==> config.mk <==
export PLATFORM = sky130hd
export DESIGN_NAME = iil_core
export DESIGN_NICKNAME = d
export VERILOG_FILES = /design/src/include/iil_pkg.sv /design/src/verilog/iil_sync.sv /design/src/verilog/iil_irq_bit.sv /design/src/verilog/iil_core.sv
export VERILOG_INCLUDE_DIRS = /design/src /design/src/include
export SDC_FILE = /design/constraint.sdc
export NUM_CORES = 1
export LEC_CHECK = 0
export BUFFER_PORTS_ARGS = -buffer_cell sky130_fd_sc_hd__buf_2
export CORE_ASPECT_RATIO = 0.75
export CORE_MARGIN = 1.5
export CORE_UTILIZATION = 45
export CTS_BUF_LIST = sky130_fd_sc_hd__clkbuf_2 sky130_fd_sc_hd__clkbuf_4 sky130_fd_sc_hd__clkbuf_8
export DETAILED_ROUTE_END_ITERATION = 10
export PLACE_DENSITY_LB_ADDON = 0.1
export SLEW_MARGIN = 40
export SYNTH_ARGS = -nofsm -noshare
export SYNTH_HDL_FRONTEND = slang
export SYNTH_SLANG_ARGS = --single-unit
==> constraint.sdc <==
create_clock -name clk -period 1.8 [get_ports clk]
set_input_delay 0.45 -clock clk [delete_from_list [all_inputs] [get_ports clk]]
set_output_delay 0.45 -clock clk [all_outputs]
set_load 0.005 [all_outputs]
==> src/include/iil_defines.svh <==
// Offsets, field positions, codes and timing figures of the interrupt and status logic.
// Assumes bit 0 is the most significant bit of every 16-bit word, as the words are declared [0:15].
`ifndef IIL_DEFINES_SVH
`define IIL_DEFINES_SVH

// ----------------------------------------------------------------------------
// Control word fields
// ----------------------------------------------------------------------------
`define IIL_CW_MC       0
`define IIL_CW_CLRALL   1
`define IIL_CW_SEL_HI   2
`define IIL_CW_SEL_LO   4
`define IIL_CW_TCLR     4
`define IIL_CW_INIT     5
`define IIL_CW_DCTL_HI  6
`define IIL_CW_DCTL_LO  10
`define IIL_CW_DXFER    11
`define IIL_CW_SELDEV   12
`define IIL_CW_BYTE     13
`define IIL_CW_IRQEN    14
`define IIL_CW_TIMER    15

// ----------------------------------------------------------------------------
// Selective clear codes
// ----------------------------------------------------------------------------
`define IIL_CLR_TIMER   3'h1
`define IIL_CLR_IOSYS   3'h2
`define IIL_CLR_CLIF    3'h3
`define IIL_CLR_DXFER   3'h4
`define IIL_CLR_DEV8    3'h5
`define IIL_CLR_DEV9    3'h6
`define IIL_CLR_DEV10   3'h7

// ----------------------------------------------------------------------------
// Interrupt status bit positions
// ----------------------------------------------------------------------------
`define IIL_IRQ_DEV8    8
`define IIL_IRQ_DEV9    9
`define IIL_IRQ_DEV10   10
`define IIL_IRQ_DXFER   11
`define IIL_IRQ_CLIF    12
`define IIL_IRQ_IOSYS   13
`define IIL_IRQ_XERR    14
`define IIL_IRQ_TIMER   15

// ----------------------------------------------------------------------------
// Interface status bit positions
// ----------------------------------------------------------------------------
`define IIL_ST_SIO_OK   0
`define IIL_ST_XFER_OK  1
`define IIL_ST_PEND     2
`define IIL_ST_SEQ_HI   3
`define IIL_ST_SEQ_LO   4
`define IIL_ST_FLAG     5
`define IIL_ST_SEL      6
`define IIL_ST_ZERO     7

// ----------------------------------------------------------------------------
// Direct command codes and timing
// ----------------------------------------------------------------------------
`define IIL_CMD_SIN     3'h7
`define IIL_CMD_RSTINT  3'h3
`define IIL_CMD_SIO     3'h5
`define IIL_CMD_SMSK    3'h1
`define IIL_CMD_CIO     3'h6
`define IIL_CMD_TIO     3'h2
`define IIL_CMD_WIO     3'h4
`define IIL_CMD_RIO     3'h0
`define IIL_TIMEOUT_S   5
`define IIL_CLK_HZ      200000000

`endif

==> src/include/iil_pkg.sv <==
// Types shared by the interrupt and status logic and its two leaf modules.
// Assumes iil_defines.svh is reachable on the include path.
package iil_pkg;
`include "iil_defines.svh"

    typedef enum logic [2:0] {
        cmd_set_interrupt             = `IIL_CMD_SIN,
        cmd_reset_interrupt           = `IIL_CMD_RSTINT,
        start_channel_program_command = `IIL_CMD_SIO,
        cmd_set_mask                  = `IIL_CMD_SMSK,
        cmd_control                   = `IIL_CMD_CIO,
        status_read_command           = `IIL_CMD_TIO,
        direct_write_command          = `IIL_CMD_WIO,
        direct_read_command           = `IIL_CMD_RIO
    } iil_dcmd_t;

    typedef enum logic [1:0] {
        ord_control,
        ord_sense,
        ord_interrupt,
        ord_end
    } iil_order_t;

    typedef struct packed {
        logic        valid;
        iil_dcmd_t   code;
        logic [0:15] data;
    } iil_hcmd_t;

    typedef struct packed {
        logic        valid;
        iil_order_t  order;
        logic [0:15] data;
    } iil_chan_t;

    typedef struct packed {
        logic done;
        logic addr_err;
        logic mem_par;
        logic data_par;
    } iil_xfer_t;

    typedef struct packed {
        logic [8:15] status;
        logic        abort;
        logic        flag;
        logic        pfw;
        logic        pon;
        logic [8:10] strap;
    } iil_pins_t;

    typedef struct packed {
        iil_pins_t s1;
        iil_pins_t s2;
    } iil_sync_st_t;

    typedef struct packed {
        logic bit_r;
    } iil_bit_st_t;

    typedef struct packed {
        logic [0:4] dctl;
        logic       dxfer_en;
        logic       sel_dev;
        logic       byte_mode;
        logic       irq_en;
    } iil_ctrl_t;

    typedef struct packed {
        iil_ctrl_t   ctrl;
        logic        prog_r;
        logic        tmr_run;
        logic [31:0] tmr_cnt;
        logic        ack;
        logic        chan_ack;
        logic [0:15] stat;
        logic [8:10] prev;
        logic        prev_abort;
        logic        mc_out;
        logic        pfw_out;
        logic        pon_out;
        logic        abort_out;
    } iil_state_t;

endpackage

==> src/verilog/iil_sync.sv <==
// Two-stage synchroniser for every pin that enters from the device or backplane.
// Assumes the inputs are asynchronous levels; only the second stage is read outside.
`timescale 1ns/1ps
`default_nettype none

module iil_sync (
    input  wire logic               clk,
    input  wire logic               rst_n,
    input  wire iil_pkg::iil_pins_t pins_in,
    output iil_pkg::iil_pins_t      pins_out
);

    iil_pkg::iil_sync_st_t s_r;
    iil_pkg::iil_sync_st_t s_nxt;

    always_comb begin
        s_nxt    = s_r;
        s_nxt.s1 = pins_in;
        s_nxt.s2 = s_r.s1;
    end

    always_ff @(posedge clk or negedge rst_n) begin
        if (!rst_n) begin
            s_r <= '0;
        end else begin
            s_r <= s_nxt;
        end
    end

    assign pins_out = s_r.s2;

endmodule

`default_nettype wire

==> src/verilog/iil_irq_bit.sv <==
// One sticky interrupt status bit.
// Assumes set and clear are single-clock pulses from logic on the same clock.
`timescale 1ns/1ps
`default_nettype none

module iil_irq_bit (
    input  wire logic clk,
    input  wire logic rst_n,
    input  wire logic set,
    input  wire logic clr,
    output logic      bit_out
);

    iil_pkg::iil_bit_st_t s_r;
    iil_pkg::iil_bit_st_t s_nxt;

    // sticky until cleared
    // A set in the clearing cycle wins, so no event is lost.
    always_comb begin
        s_nxt       = s_r;
        s_nxt.bit_r = set | (s_r.bit_r & ~clr);
    end

    always_ff @(posedge clk or negedge rst_n) begin
        if (!rst_n) begin
            s_r <= '0;
        end else begin
            s_r <= s_nxt;
        end
    end

    assign bit_out = s_r.bit_r;
endmodule

`default_nettype wire

==> src/verilog/iil_core.sv <==
// Interrupt request and status word logic of the parallel interface card.
// Assumes host commands, channel orders and transfer events arrive on clk; device pins are asynchronous.
//
// Contract
// Device lines 8-10 interrupt only when strapped.
// Strapped lines 8, 9 set on rising edge.
// Strapped line 10 sets on falling edge.
// Armed by bit 11, interrupt per transfer.
// Abort interrupt only during channel program.
// Device abort ends program, sets abort bit.
// Set-interrupt command or order sets system bit.
// Address or parity errors set transfer error.
// Transfer error blocks transfers until cleared.
// Bit 15 starts five second timeout timer.
// Host stops timer with bit 4 high.
// Status bit 6 high shows device lines.
// Status bit 6 low shows interrupt byte.
// Upper status byte always interface status.
// Latched bit 12 selects byte, shown bit 6.
// Five control bits latched, driven to device.
// Master clear, power-fail, power-on to device.
// Direct commands acknowledged, then performed.
// After start, channel orders acknowledged, executed.
// Bits 2-4 select one interrupt to clear; code 1 clears both the timer bit and the transfer error bit.
// Interrupt bits 11-15 fixed positions.
// Status bit 2 shows any pending bit.
// Requests sent only while bit 14 high.
// Bits stay set until explicitly cleared.
// Device inputs synchronised before edge detection.
`timescale 1ns/1ps
`default_nettype none
`include "iil_defines.svh"

module iil_core #(
    parameter int unsigned TIMER_CYCLES = `IIL_TIMEOUT_S * `IIL_CLK_HZ
) (
    input  wire logic               clk,
    input  wire logic               rst_n,
    input  wire iil_pkg::iil_hcmd_t host_cmd,
    output logic                    host_ack,
    output logic [0:15]             host_stat,
    input  wire iil_pkg::iil_chan_t chan_order,
    output logic                    chan_ack,
    output logic                    chan_abort,
    output logic                    prog_active,
    input  wire iil_pkg::iil_xfer_t xfer,
    input  wire logic [1:0]         seq_state,
    input  wire logic               xfer_busy,
    output logic                    xfer_enable,
    output logic                    byte_mode,
    input  wire iil_pkg::iil_pins_t pins,
    output logic [0:4]              dev_ctrl,
    output logic                    dev_master_clear,
    output logic                    dev_power_fail,
    output logic                    dev_power_on,
    output logic                    irq_request
);

    // ------------------------------------------------------------------------
    // Declarations
    // ------------------------------------------------------------------------
    localparam logic [31:0] TMR_LAST = 32'(TIMER_CYCLES - 1);

    iil_pkg::iil_state_t s_r;
    iil_pkg::iil_state_t s_nxt;
    iil_pkg::iil_pins_t  sp;

    logic        h_take;
    logic        h_ctl;
    logic        c_take;
    logic        cw_valid;
    logic [0:15] cw;
    logic [0:4]  cw_dctl;
    logic        cw_mc;
    logic        rd_req;
    logic        sio_start;
    logic        abort_rise;
    logic        abort_set;
    logic        expire;
    logic [8:15] irq;
    logic [8:15] irq_set;
    logic [8:15] irq_clr;
    logic        irq_any;
    logic [0:15] stat_word;

    // ------------------------------------------------------------------------
    // Selective clear decode
    // ------------------------------------------------------------------------
    function automatic logic [8:15] clr_mask(input logic [2:0] code);
        logic [8:15] m;
        m = '0;
        unique case (code)
            3'h0: m = '0;
            `IIL_CLR_TIMER: begin
                m[`IIL_IRQ_TIMER] = 1'b1;
                m[`IIL_IRQ_XERR]  = 1'b1;
            end
            `IIL_CLR_IOSYS: m[`IIL_IRQ_IOSYS] = 1'b1;
            `IIL_CLR_CLIF:  m[`IIL_IRQ_CLIF]  = 1'b1;
            `IIL_CLR_DXFER: m[`IIL_IRQ_DXFER] = 1'b1;
            `IIL_CLR_DEV8:  m[`IIL_IRQ_DEV8]  = 1'b1;
            `IIL_CLR_DEV9:  m[`IIL_IRQ_DEV9]  = 1'b1;
            `IIL_CLR_DEV10: m[`IIL_IRQ_DEV10] = 1'b1;
        endcase
        return m;
    endfunction

    // ------------------------------------------------------------------------
    // Pin synchroniser
    // ------------------------------------------------------------------------
    // two-stage pin sync
    iil_sync u_sync (
        .clk      (clk),
        .rst_n    (rst_n),
        .pins_in  (pins),
        .pins_out (sp)
    );

    // ------------------------------------------------------------------------
    // Command intake
    // ------------------------------------------------------------------------
    // Channel orders are only honoured while a channel program owns the card.
    assign h_take = host_cmd.valid;
    assign h_ctl  = h_take && (host_cmd.code == iil_pkg::cmd_control);
    assign c_take = chan_order.valid && s_r.prog_r;

    // The host wins when both sides write a control word in one cycle.
    assign cw_valid = h_ctl || (c_take && (chan_order.order == iil_pkg::ord_control));
    assign cw       = h_ctl ? host_cmd.data : chan_order.data;
    assign cw_dctl  = cw[`IIL_CW_DCTL_HI:`IIL_CW_DCTL_LO];
    assign cw_mc    = cw_valid && cw[`IIL_CW_MC];

    assign rd_req = (h_take && (host_cmd.code == iil_pkg::status_read_command))
                  || (c_take && (chan_order.order == iil_pkg::ord_sense));

    // A second start while a program runs is acknowledged and otherwise ignored.
    assign sio_start = h_take && !s_r.prog_r
                     && (host_cmd.code == iil_pkg::start_channel_program_command);

    // ------------------------------------------------------------------------
    // Edge detection and events
    // ------------------------------------------------------------------------
    assign abort_rise = sp.abort && !s_r.prev_abort;
    // abort gated by program
    assign abort_set = abort_rise && s_r.prog_r;
    assign expire = s_r.tmr_run && (s_r.tmr_cnt == TMR_LAST);

    // fixed bit positions
    always_comb begin
        irq_set = '0;
        // strap gates device lines
        // leading edge of 8 and 9
        irq_set[`IIL_IRQ_DEV8]  = sp.strap[8] && sp.status[8] && !s_r.prev[8];
        irq_set[`IIL_IRQ_DEV9]  = sp.strap[9] && sp.status[9] && !s_r.prev[9];
        // trailing edge of 10
        irq_set[`IIL_IRQ_DEV10] = sp.strap[10] && !sp.status[10] && s_r.prev[10];
        // interrupt per transfer
        irq_set[`IIL_IRQ_DXFER] = s_r.ctrl.dxfer_en && xfer.done;
        // abort sets its bit
        irq_set[`IIL_IRQ_CLIF]  = abort_set;
        // set-interrupt sources
        irq_set[`IIL_IRQ_IOSYS] = (h_take && (host_cmd.code == iil_pkg::cmd_set_interrupt))
                                || (c_take && (chan_order.order == iil_pkg::ord_interrupt));
        // transfer error sources
        irq_set[`IIL_IRQ_XERR]  = xfer.addr_err || xfer.mem_par || xfer.data_par;
        // timeout sets its bit
        irq_set[`IIL_IRQ_TIMER] = expire;
    end

    // selective and global clear
    always_comb begin
        irq_clr = '0;
        if (cw_valid) begin
            irq_clr = clr_mask(cw[`IIL_CW_SEL_HI:`IIL_CW_SEL_LO]);
            if (cw[`IIL_CW_MC] || cw[`IIL_CW_CLRALL]) begin
                irq_clr = '1;
            end
        end
    end

    // ------------------------------------------------------------------------
    // Interrupt status bits
    // ------------------------------------------------------------------------
    generate
        for (genvar i = 8; i <= 15; i++) begin : g_irq
            // sticky status cell
            iil_irq_bit u_bit (
                .clk     (clk),
                .rst_n   (rst_n),
                .set     (irq_set[i]),
                .clr     (irq_clr[i]),
                .bit_out (irq[i])
            );
        end
    endgenerate

    // pending summary
    assign irq_any = |irq;

    // ------------------------------------------------------------------------
    // Status word
    // ------------------------------------------------------------------------
    always_comb begin
        stat_word = '0;
        // interface status byte
        stat_word[`IIL_ST_SIO_OK]  = !s_r.prog_r;
        stat_word[`IIL_ST_XFER_OK] = !xfer_busy;
        stat_word[`IIL_ST_PEND]    = irq_any;
        stat_word[`IIL_ST_SEQ_HI]  = seq_state[1];
        stat_word[`IIL_ST_SEQ_LO]  = seq_state[0];
        stat_word[`IIL_ST_FLAG]    = sp.flag;
        // bit 6 shows latched select
        stat_word[`IIL_ST_SEL]     = s_r.ctrl.sel_dev;
        stat_word[`IIL_ST_ZERO]    = 1'b0;
        // device lines when selected
        // interrupt byte otherwise
        stat_word[8:15] = s_r.ctrl.sel_dev ? sp.status : irq;
    end

    // ------------------------------------------------------------------------
    // Next state
    // ------------------------------------------------------------------------
    always_comb begin
        s_nxt            = s_r;
        s_nxt.ack        = 1'b0;
        s_nxt.chan_ack   = 1'b0;
        s_nxt.abort_out  = 1'b0;
        s_nxt.mc_out     = 1'b0;
        s_nxt.prev       = sp.status[8:10];
        s_nxt.prev_abort = sp.abort;
        // discrete device signals
        s_nxt.pfw_out    = sp.pfw;
        s_nxt.pon_out    = sp.pon;

        // acknowledge direct commands
        if (h_take) begin
            s_nxt.ack = 1'b1;
        end
        // acknowledge channel orders
        if (c_take) begin
            s_nxt.chan_ack = 1'b1;
        end
        if (rd_req) begin
            s_nxt.stat = stat_word;
        end

        // latch control bits
        // latch status select
        if (cw_valid) begin
            s_nxt.ctrl.dctl      = cw_dctl;
            s_nxt.ctrl.dxfer_en  = cw[`IIL_CW_DXFER];
            s_nxt.ctrl.sel_dev   = cw[`IIL_CW_SELDEV];
            s_nxt.ctrl.byte_mode = cw[`IIL_CW_BYTE];
            s_nxt.ctrl.irq_en    = cw[`IIL_CW_IRQEN];
        end

        // program ownership
        if (sio_start) begin
            s_nxt.prog_r = 1'b1;
        end
        if (c_take && (chan_order.order == iil_pkg::ord_end)) begin
            s_nxt.prog_r = 1'b0;
        end
        // abort ends program
        if (abort_set) begin
            s_nxt.prog_r    = 1'b0;
            s_nxt.abort_out = 1'b1;
        end

        // transfer timer
        if (s_r.tmr_run) begin
            s_nxt.tmr_cnt = s_r.tmr_cnt + 32'h1;
        end
        if (expire) begin
            s_nxt.tmr_run = 1'b0;
            s_nxt.tmr_cnt = '0;
        end
        // bit 4 stops timer
        if (cw_valid && cw[`IIL_CW_TCLR]) begin
            s_nxt.tmr_run = 1'b0;
            s_nxt.tmr_cnt = '0;
        end
        // A start in the same word as a stop restarts the count.
        if (cw_valid && cw[`IIL_CW_TIMER]) begin
            s_nxt.tmr_run = 1'b1;
            s_nxt.tmr_cnt = '0;
        end

        // Master clear overrides everything the same word asked for.
        if (cw_mc) begin
            s_nxt.ctrl    = '0;
            s_nxt.prog_r  = 1'b0;
            s_nxt.tmr_run = 1'b0;
            s_nxt.tmr_cnt = '0;
            s_nxt.mc_out  = 1'b1;
        end
    end

    // Master clear to the device is held for the whole reset.
    always_ff @(posedge clk or negedge rst_n) begin
        if (!rst_n) begin
            s_r        <= '0;
            s_r.mc_out <= 1'b1;
        end else begin
            s_r <= s_nxt;
        end
    end

    // ------------------------------------------------------------------------
    // Outputs
    // ------------------------------------------------------------------------
    assign host_ack         = s_r.ack;
    assign host_stat        = s_r.stat;
    assign chan_ack         = s_r.chan_ack;
    assign chan_abort       = s_r.abort_out;
    assign prog_active      = s_r.prog_r;
    assign dev_ctrl         = s_r.ctrl.dctl;
    assign byte_mode        = s_r.ctrl.byte_mode;
    assign dev_master_clear = s_r.mc_out;
    assign dev_power_fail   = s_r.pfw_out;
    assign dev_power_on     = s_r.pon_out;
    // error blocks transfers
    assign xfer_enable      = !irq[`IIL_IRQ_XERR];
    // request gated by bit 14
    assign irq_request      = s_r.ctrl.irq_en && irq_any;
endmodule

`default_nettype wire

==> metrics.yaml, run 1 <==
setup_path:
  cp_max_fo: 9
  end_kind: "flop"
  crit_type: "reg2reg"
  worstPathRequired_ns: 2.06
  cp-start-kind: "flop"
  worstPathArrival_ns: 2.29
floorplanning:
  dieHeight_um: 92.7
  rows: 32
  core_um2: 10400
  pin_count: 94
  start_util_pct: 46.5
  die_area_um2: 11400
  die_width_um: 123
logic_synthesis:
  synthSimpleGateAreaFrac_pct: 18.7
  syn_inst: 458
  yosys.area.top_type: "dfrtp_1"
  synthesis.nets: 522
  ys_ff_latch: 106
  ys_top_cells_by_count: "105 x dfrtp_1, 61 x a21oi_1, 30 x nand2_1"
  ys_seq_area_share_pct: 55.0
  synth_top_family_by_area: "simple AND/OR/NAND/NOR gates"
  synth_area_leaders: "dfrtp_1 54%, a21oi_1 6.3%, buf_4 3.3%"
  synthArstFlopShare_pct: 100
  synth_fa_ha_area_share_pct: 0.259
  yosysMostFrequentCell: "dfrtp_1"
  synth_ff_type: "dfrtp_1"
  syn-cell-area_um2: 4820
  yosysWarnings: 0
  synth-xor-area-share_pct: 0.908
  synthMuxAreaShare_pct: 4.31
  synth_enable_flop_cells: 0
  synth_compound_gate_area_share_pct: 14.7
  syn_area_per_cell_um2: 10.5
  yosys.area.top_type_share_pct: 54.5
  synth.distinct_cells: 53
routing:
  drt_iter0_markers: 254
  drt_pass1_iterations: 4
  ant_nets: 0
  wl_um: 12000
  via_per_inst: 5.39
  vias: 4048
  drc: 0
  post_drt_wl_per_cell_um: 15.9
finish:
  final_layout_size_suffix_gt1_share_pct: 40.3
  nNetsFinal: 674
  syn_to_final_growth_pct: 32.3
  antennaDiodeCount: 0
  final_util_pct: 61.5
  fillerInstances: 873
  fin_area_um2: 6380
sta:
  worst_pin_slew_ns: 0.582
  worst_slack_ns: -0.223
  max_freq_mhz: 494
  fin_skew_ns: 0.00642
  slew_violations: 0
  timing.slew.headroom_pct: 61.2
  layout_min_cycle_time_ns: 2.02
  fin_crit_sh_pct: 112
  final-hold-violation-count: 0
  rsz0062_at_grt: "true"
  setup_viol: 33
min_path:
  min-delay-path-class: "in2reg"
cts:
  clock_latency_ns: 0.37
  clkSinkCount: 106
  tritoncts: "built"
  cts-root-buf: "clkbuf_8"
  ctsHtreeMaxLevel: 3
  cts_made_buffers: 9
  cts.clk_slew.worst_paths_ns: 0.11
  cts.path.max_buffers: 2
global_route:
  grt_pass1_vias: 3841
  grt_max_degree: 75
  antenna_found_initial: 0
  grt_pass1_wl_um: 18800
  track_usage_pct: 21.4
  overflow: 0
place:
  io_buffers: 90
  place_hpwl_um: 8550
  dpl_cell_area_um2: 5820
  gp_congestion: 0.850
status:
  status: "complete, but fails checks"
  violations: "setup timing"
run:
  cap_violations: 0
power:
  p_leak_nw: 2.93
  ir_drop_mv: 0.665
  powerDensity_nw_per_um2: 908
==> stage by stage <==
step | total power, W | setup slack (ns) | setup TNS (ns) | cells | hold slack, ns
5_1_grt | 0.00613 | -0.267 | -6.11 | 751 | 0.144
4_1_cts | 0.00573 | -0.152 | -2.58 | 745 | 0.158
2_1_floorplan | 0.00385 | -0.182 | -2.46 | 458 | 0.154
3_3_place_gp | 0.00426 | -0.295 | -7.49 | 720 | 0.332
3_5_place_dp | 0.00430 | -0.311 | -9.78 | 720 | 0.335
6_report | 0.00579 | -0.223 | -4.92 | 751 | 0.176
==> state kept, by name, indices dropped and copies added (netlist names), 5 cells and up <==
name / flops
g_irq.u_bit.bit_out: 8
u_sync.pins_out: 15
host_stat: 15
s_r: 40
u_sync.s_nxt: 15
dev_ctrl: 5
==> layout make-up <==
| cell class | instances | area (µm²) | area share [%] |
|---|---|---|---|
| Sequential cell | 106 | 2660 | 41.7 |
| Multi-Input combinational cell | 298 | 2090 | 32.8 |
| Timing Repair Buffer | 184 | 1230 | 19.3 |
| Tap cell | 136 | 170 | 2.67 |
| Clock buffer | 9 | 124 | 1.94 |
| Clock inverter | 7 | 61.3 | 0.961 |
| Inverter | 11 | 41.3 | 0.647 |
==> worst max-delay path: stages, from the launching register on <==
cell     delay, ns
dfrtp_1       0.37
nand2_1       0.14
or4_1         0.54
or3_4         0.44
buf_6         0.17
a32oi_2       0.17
o31ai_2       0.09
==> routing by layer <==
metal	global-route usage (%)	wire length (µm)	part of all wire [%]
met1	31.6	5800	48
met2	31.1	5280	44
met3	5.42	741	6.2
met4	5.91	151	1.3
met5	0	0	0
==> placed cells by master, fill, tap and decap left out, drive strengths merged, types with 8 or more instances in the layout <==
master / n
and3: 9
nor3b: 11
or4: 16
inv: 13
clkbuf: 9
nand2: 30
dfrtp: 105
mux2i: 14
a31oi: 8
nand4: 9
nand3: 14
a21oi: 61
o21ai: 19
nor2: 28
buf: 183
o31ai: 16
==> cell families (layout without fill, tap and decap cells) <==
logic type,after synthesis,after routing
other cells,1,1
buf+inv,54,211
xor+xnor,5,5
mux,20,20
flops,106,106
compound gates,119,119
simple gates,152,152
fa+ha+maj,1,1
==> report_power, final <==
| part | internal, W | switching (W) | total [W] |
|---|---|---|---|
| Clock | 0.000530 | 0.000871 | 0.00140 |
| Sequential | 0.00273 | 0.000276 | 0.00301 |
| Combinational | 0.000695 | 0.000686 | 0.00138 |
| Total | 0.00396 | 0.00183 | 0.00579 |
==> worst paths after layout <==
check	startpoint	endpoint	slack [ns]	cells past startpoint
setup / recovery	s_r[45]$_DFFE_PN0P_	s_r[46]$_DFFE_PN0P_	-0.22	6
hold / removal	pins[11]	u_sync.s_nxt[11]$_DFF_PN0_	0.18	1
setup reg to reg	s_r[45]$_DFFE_PN0P_	s_r[46]$_DFFE_PN0P_	-0.22	6
hold reg to reg	u_sync.s_nxt[11]$_DFF_PN0_	u_sync.pins_out[11]$_DFF_PN0_	0.36	0
max in group asynchronous	rst_n	host_stat[10]$_DFFE_PN0P_	0.66	3
min in group asynchronous	rst_n	u_sync.pins_out[5]$_DFF_PN0_	0.48	2
==> timing repair <==
action / 4_1_cts / 5_1_grt
hold buffers: 1 / 0
cloned: 0 / 0
endpoints found under the hold margin: 14 / 0
setup buffers: 8 / 6
resized for setup: 17 / 38
pin swaps: 12 / 13
setup endpoints to repair: 35 / 35
No activity file was read; power rests on OpenSTA's default activity.
==> run 2, diff against run 1 <==
MAX_ROUTING_LAYER = met4   (was unset)
==> metrics.yaml, run 2 (synthesized netlist as in run 1, its figures left out) <==
status:
  status: "complete, but fails checks"
  violations: "setup timing"
finish:
  layout_commonest_cell: "dfrtp_1"
  multi_input_area_um2: 2090
  syn_to_final_growth_pct: 32.3
  final_util_pct: 61.5
  final_layout_size_suffix_gt1_share_pct: 40.3
  fillerInstances: 873
  antennaDiodeCount: 0
  largest_reg_flops: 40
  final_cell_mix: "103 x dfrtp_1, 89 x buf_2, 83 x buf_4, 56 x a21oi_1, 27 x nor2_1"
  nNetsFinal: 674
  regMostFlops: "s_r"
  seqCellArea_um2: 2660
  stdcell_count: 751
cts:
  cts.path.max_buffers: 2
  cts_made_buffers: 9
  ctsHtreeMaxLevel: 3
  cts.clk_slew.worst_paths_ns: 0.11
  clkSinkCount: 106
  clock_latency_ns: 0.37
  tritoncts: "built"
  cts-root-buf: "clkbuf_8"
min_path:
  min-delay-path-class: "in2reg"
  whs_path_depth: 1
setup_path:
  cp.depth: 6
  crit_type: "reg2reg"
  cp_max_fo: 9
  end_kind: "flop"
  ff2ff_path_depth: 6
  critPathMaxStageDelay_ns: 0.46
  slowest_stage: "or4_1"
  worstPathRequired_ns: 2.06
  worstPathArrival_ns: 2.29
  cp-start-kind: "flop"
  critPathBufInv: 1
  crit_family: "simple AND/OR/NAND/NOR gates"
  worstPathCellList: "nand4_1, or4_1, or3_4, buf_6, a32oi_2, o31ai_2"
sta:
  fin_setup_tns_ns: -4.78
  final-hold-violation-count: 0
  max_freq_mhz: 494
  worst_pin_slew_ns: 0.580
  fin_crit_sh_pct: 112
  rsz0062_at_grt: "true"
  timing.slew.headroom_pct: 61.4
  worst_slack_ns: -0.224
  setup_viol: 33
  fin_skew_ns: 0.00577
  layout_min_cycle_time_ns: 2.02
  slew_violations: 0
power:
  p_leak_nw: 2.93
  powerDensity_nw_per_um2: 907
  finalPower_w: 0.00579
  ir_drop_mv: 0.667
routing:
  drt_pass1_iterations: 4
  via_per_inst: 5.38
  drt_iter0_markers: 253
  post_drt_wl_per_cell_um: 15.9
  wl_um: 12000
  drc: 0
  ant_nets: 0
  vias: 4043
place:
  gp_congestion: 0.863
  io_buffers: 90
  place_hpwl_um: 8550
  dp.cells: 720
floorplanning:
  rows: 32
  die_width_um: 123
  core_um2: 10400
  start_util_pct: 46.5
  pin_count: 94
  die_area_um2: 11400
  dieHeight_um: 92.7
global_route:
  grt_max_degree: 75
  track_usage_pct: 22.0
  overflow: 0
  grt_pass1_wl_um: 18800
  grt_pass1_vias: 3851
  antenna_found_initial: 0
run:
  cap_violations: 0
==> run 2: cell counts in the layout (fill, tap and decap cells not counted) <==
No cell type changed its count.
==> run 2: worst paths after layout <==
check	to	slack (ns)	from
setup / recovery	s_r[46]$_DFFE_PN0P_	-0.22	s_r[41]$_DFFE_PN0P_
hold / removal	u_sync.s_nxt[11]$_DFF_PN0_	0.18	pins[11]
setup reg to reg	s_r[46]$_DFFE_PN0P_	-0.22	s_r[41]$_DFFE_PN0P_
hold reg to reg	u_sync.pins_out[6]$_DFF_PN0_	0.36	u_sync.s_nxt[6]$_DFF_PN0_
max in group asynchronous	u_sync.pins_out[0]$_DFF_PN0_	0.66	rst_n
min in group asynchronous	u_sync.pins_out[5]$_DFF_PN0_	0.48	rst_n
==> run 2: metrics by stage <==
stage	hold WS (ns)	setup WS (ns)	area, µm²
2_1_floorplan	0.154	-0.182	4840
3_3_place_gp	0.332	-0.295	5820
3_5_place_dp	0.335	-0.311	5820
4_1_cts	0.158	-0.152	6160
5_1_grt	0.144	-0.267	6380
6_report	0.179	-0.224	6380
==> run 2: report_power, final <==
part / total (W) / internal [W] / switching, W / leakage (nW)
registers: 0.00301 / 0.00273 / 0.000275 / 1.29
logic: 0.00138 / 0.000695 / 0.000687 / 1.54
clock network: 0.00140 / 0.000530 / 0.000867 / 0.0936
total: 0.00579 / 0.00396 / 0.00183 / 2.93
==> run 2: worst reg2reg max path, cell delays in order (launching register included) <==
cell	delay, ns
dfrtp_1	0.45
nand4_1	0.14
or4_1	0.46
or3_4	0.44
buf_6	0.17
a32oi_2	0.17
o31ai_2	0.09
==> run 2: timing repair <==
item                                    4_1_cts  5_1_grt
pin swaps                                    12       13
resized for setup                            17       38
hold buffers                                  1        0
endpoints found under the hold margin        14        0
endpoints found under the setup margin       35       35
buffers inserted                              8        6
==> run 2: layout make-up <==
| cell class | instances | area share, % |
|---|---|---|
| flip-flops and latches | 106 | 41.7 |
| multi-input cells | 298 | 32.8 |
| repair buffers | 184 | 19.3 |
| well taps | 136 | 2.67 |
| clock buffers | 9 | 1.94 |
| clock inverters | 7 | 0.961 |
| inverters | 11 | 0.647 |
==> run 2: metal layers <==
layer	vias up	global-route usage, %	wire (µm)
met5	-	-	0
met4	0	5.91	138
met3	10	4.56	767
met2	119	31.2	5290
met1	1956	32.1	5780
li1	1958	-	-
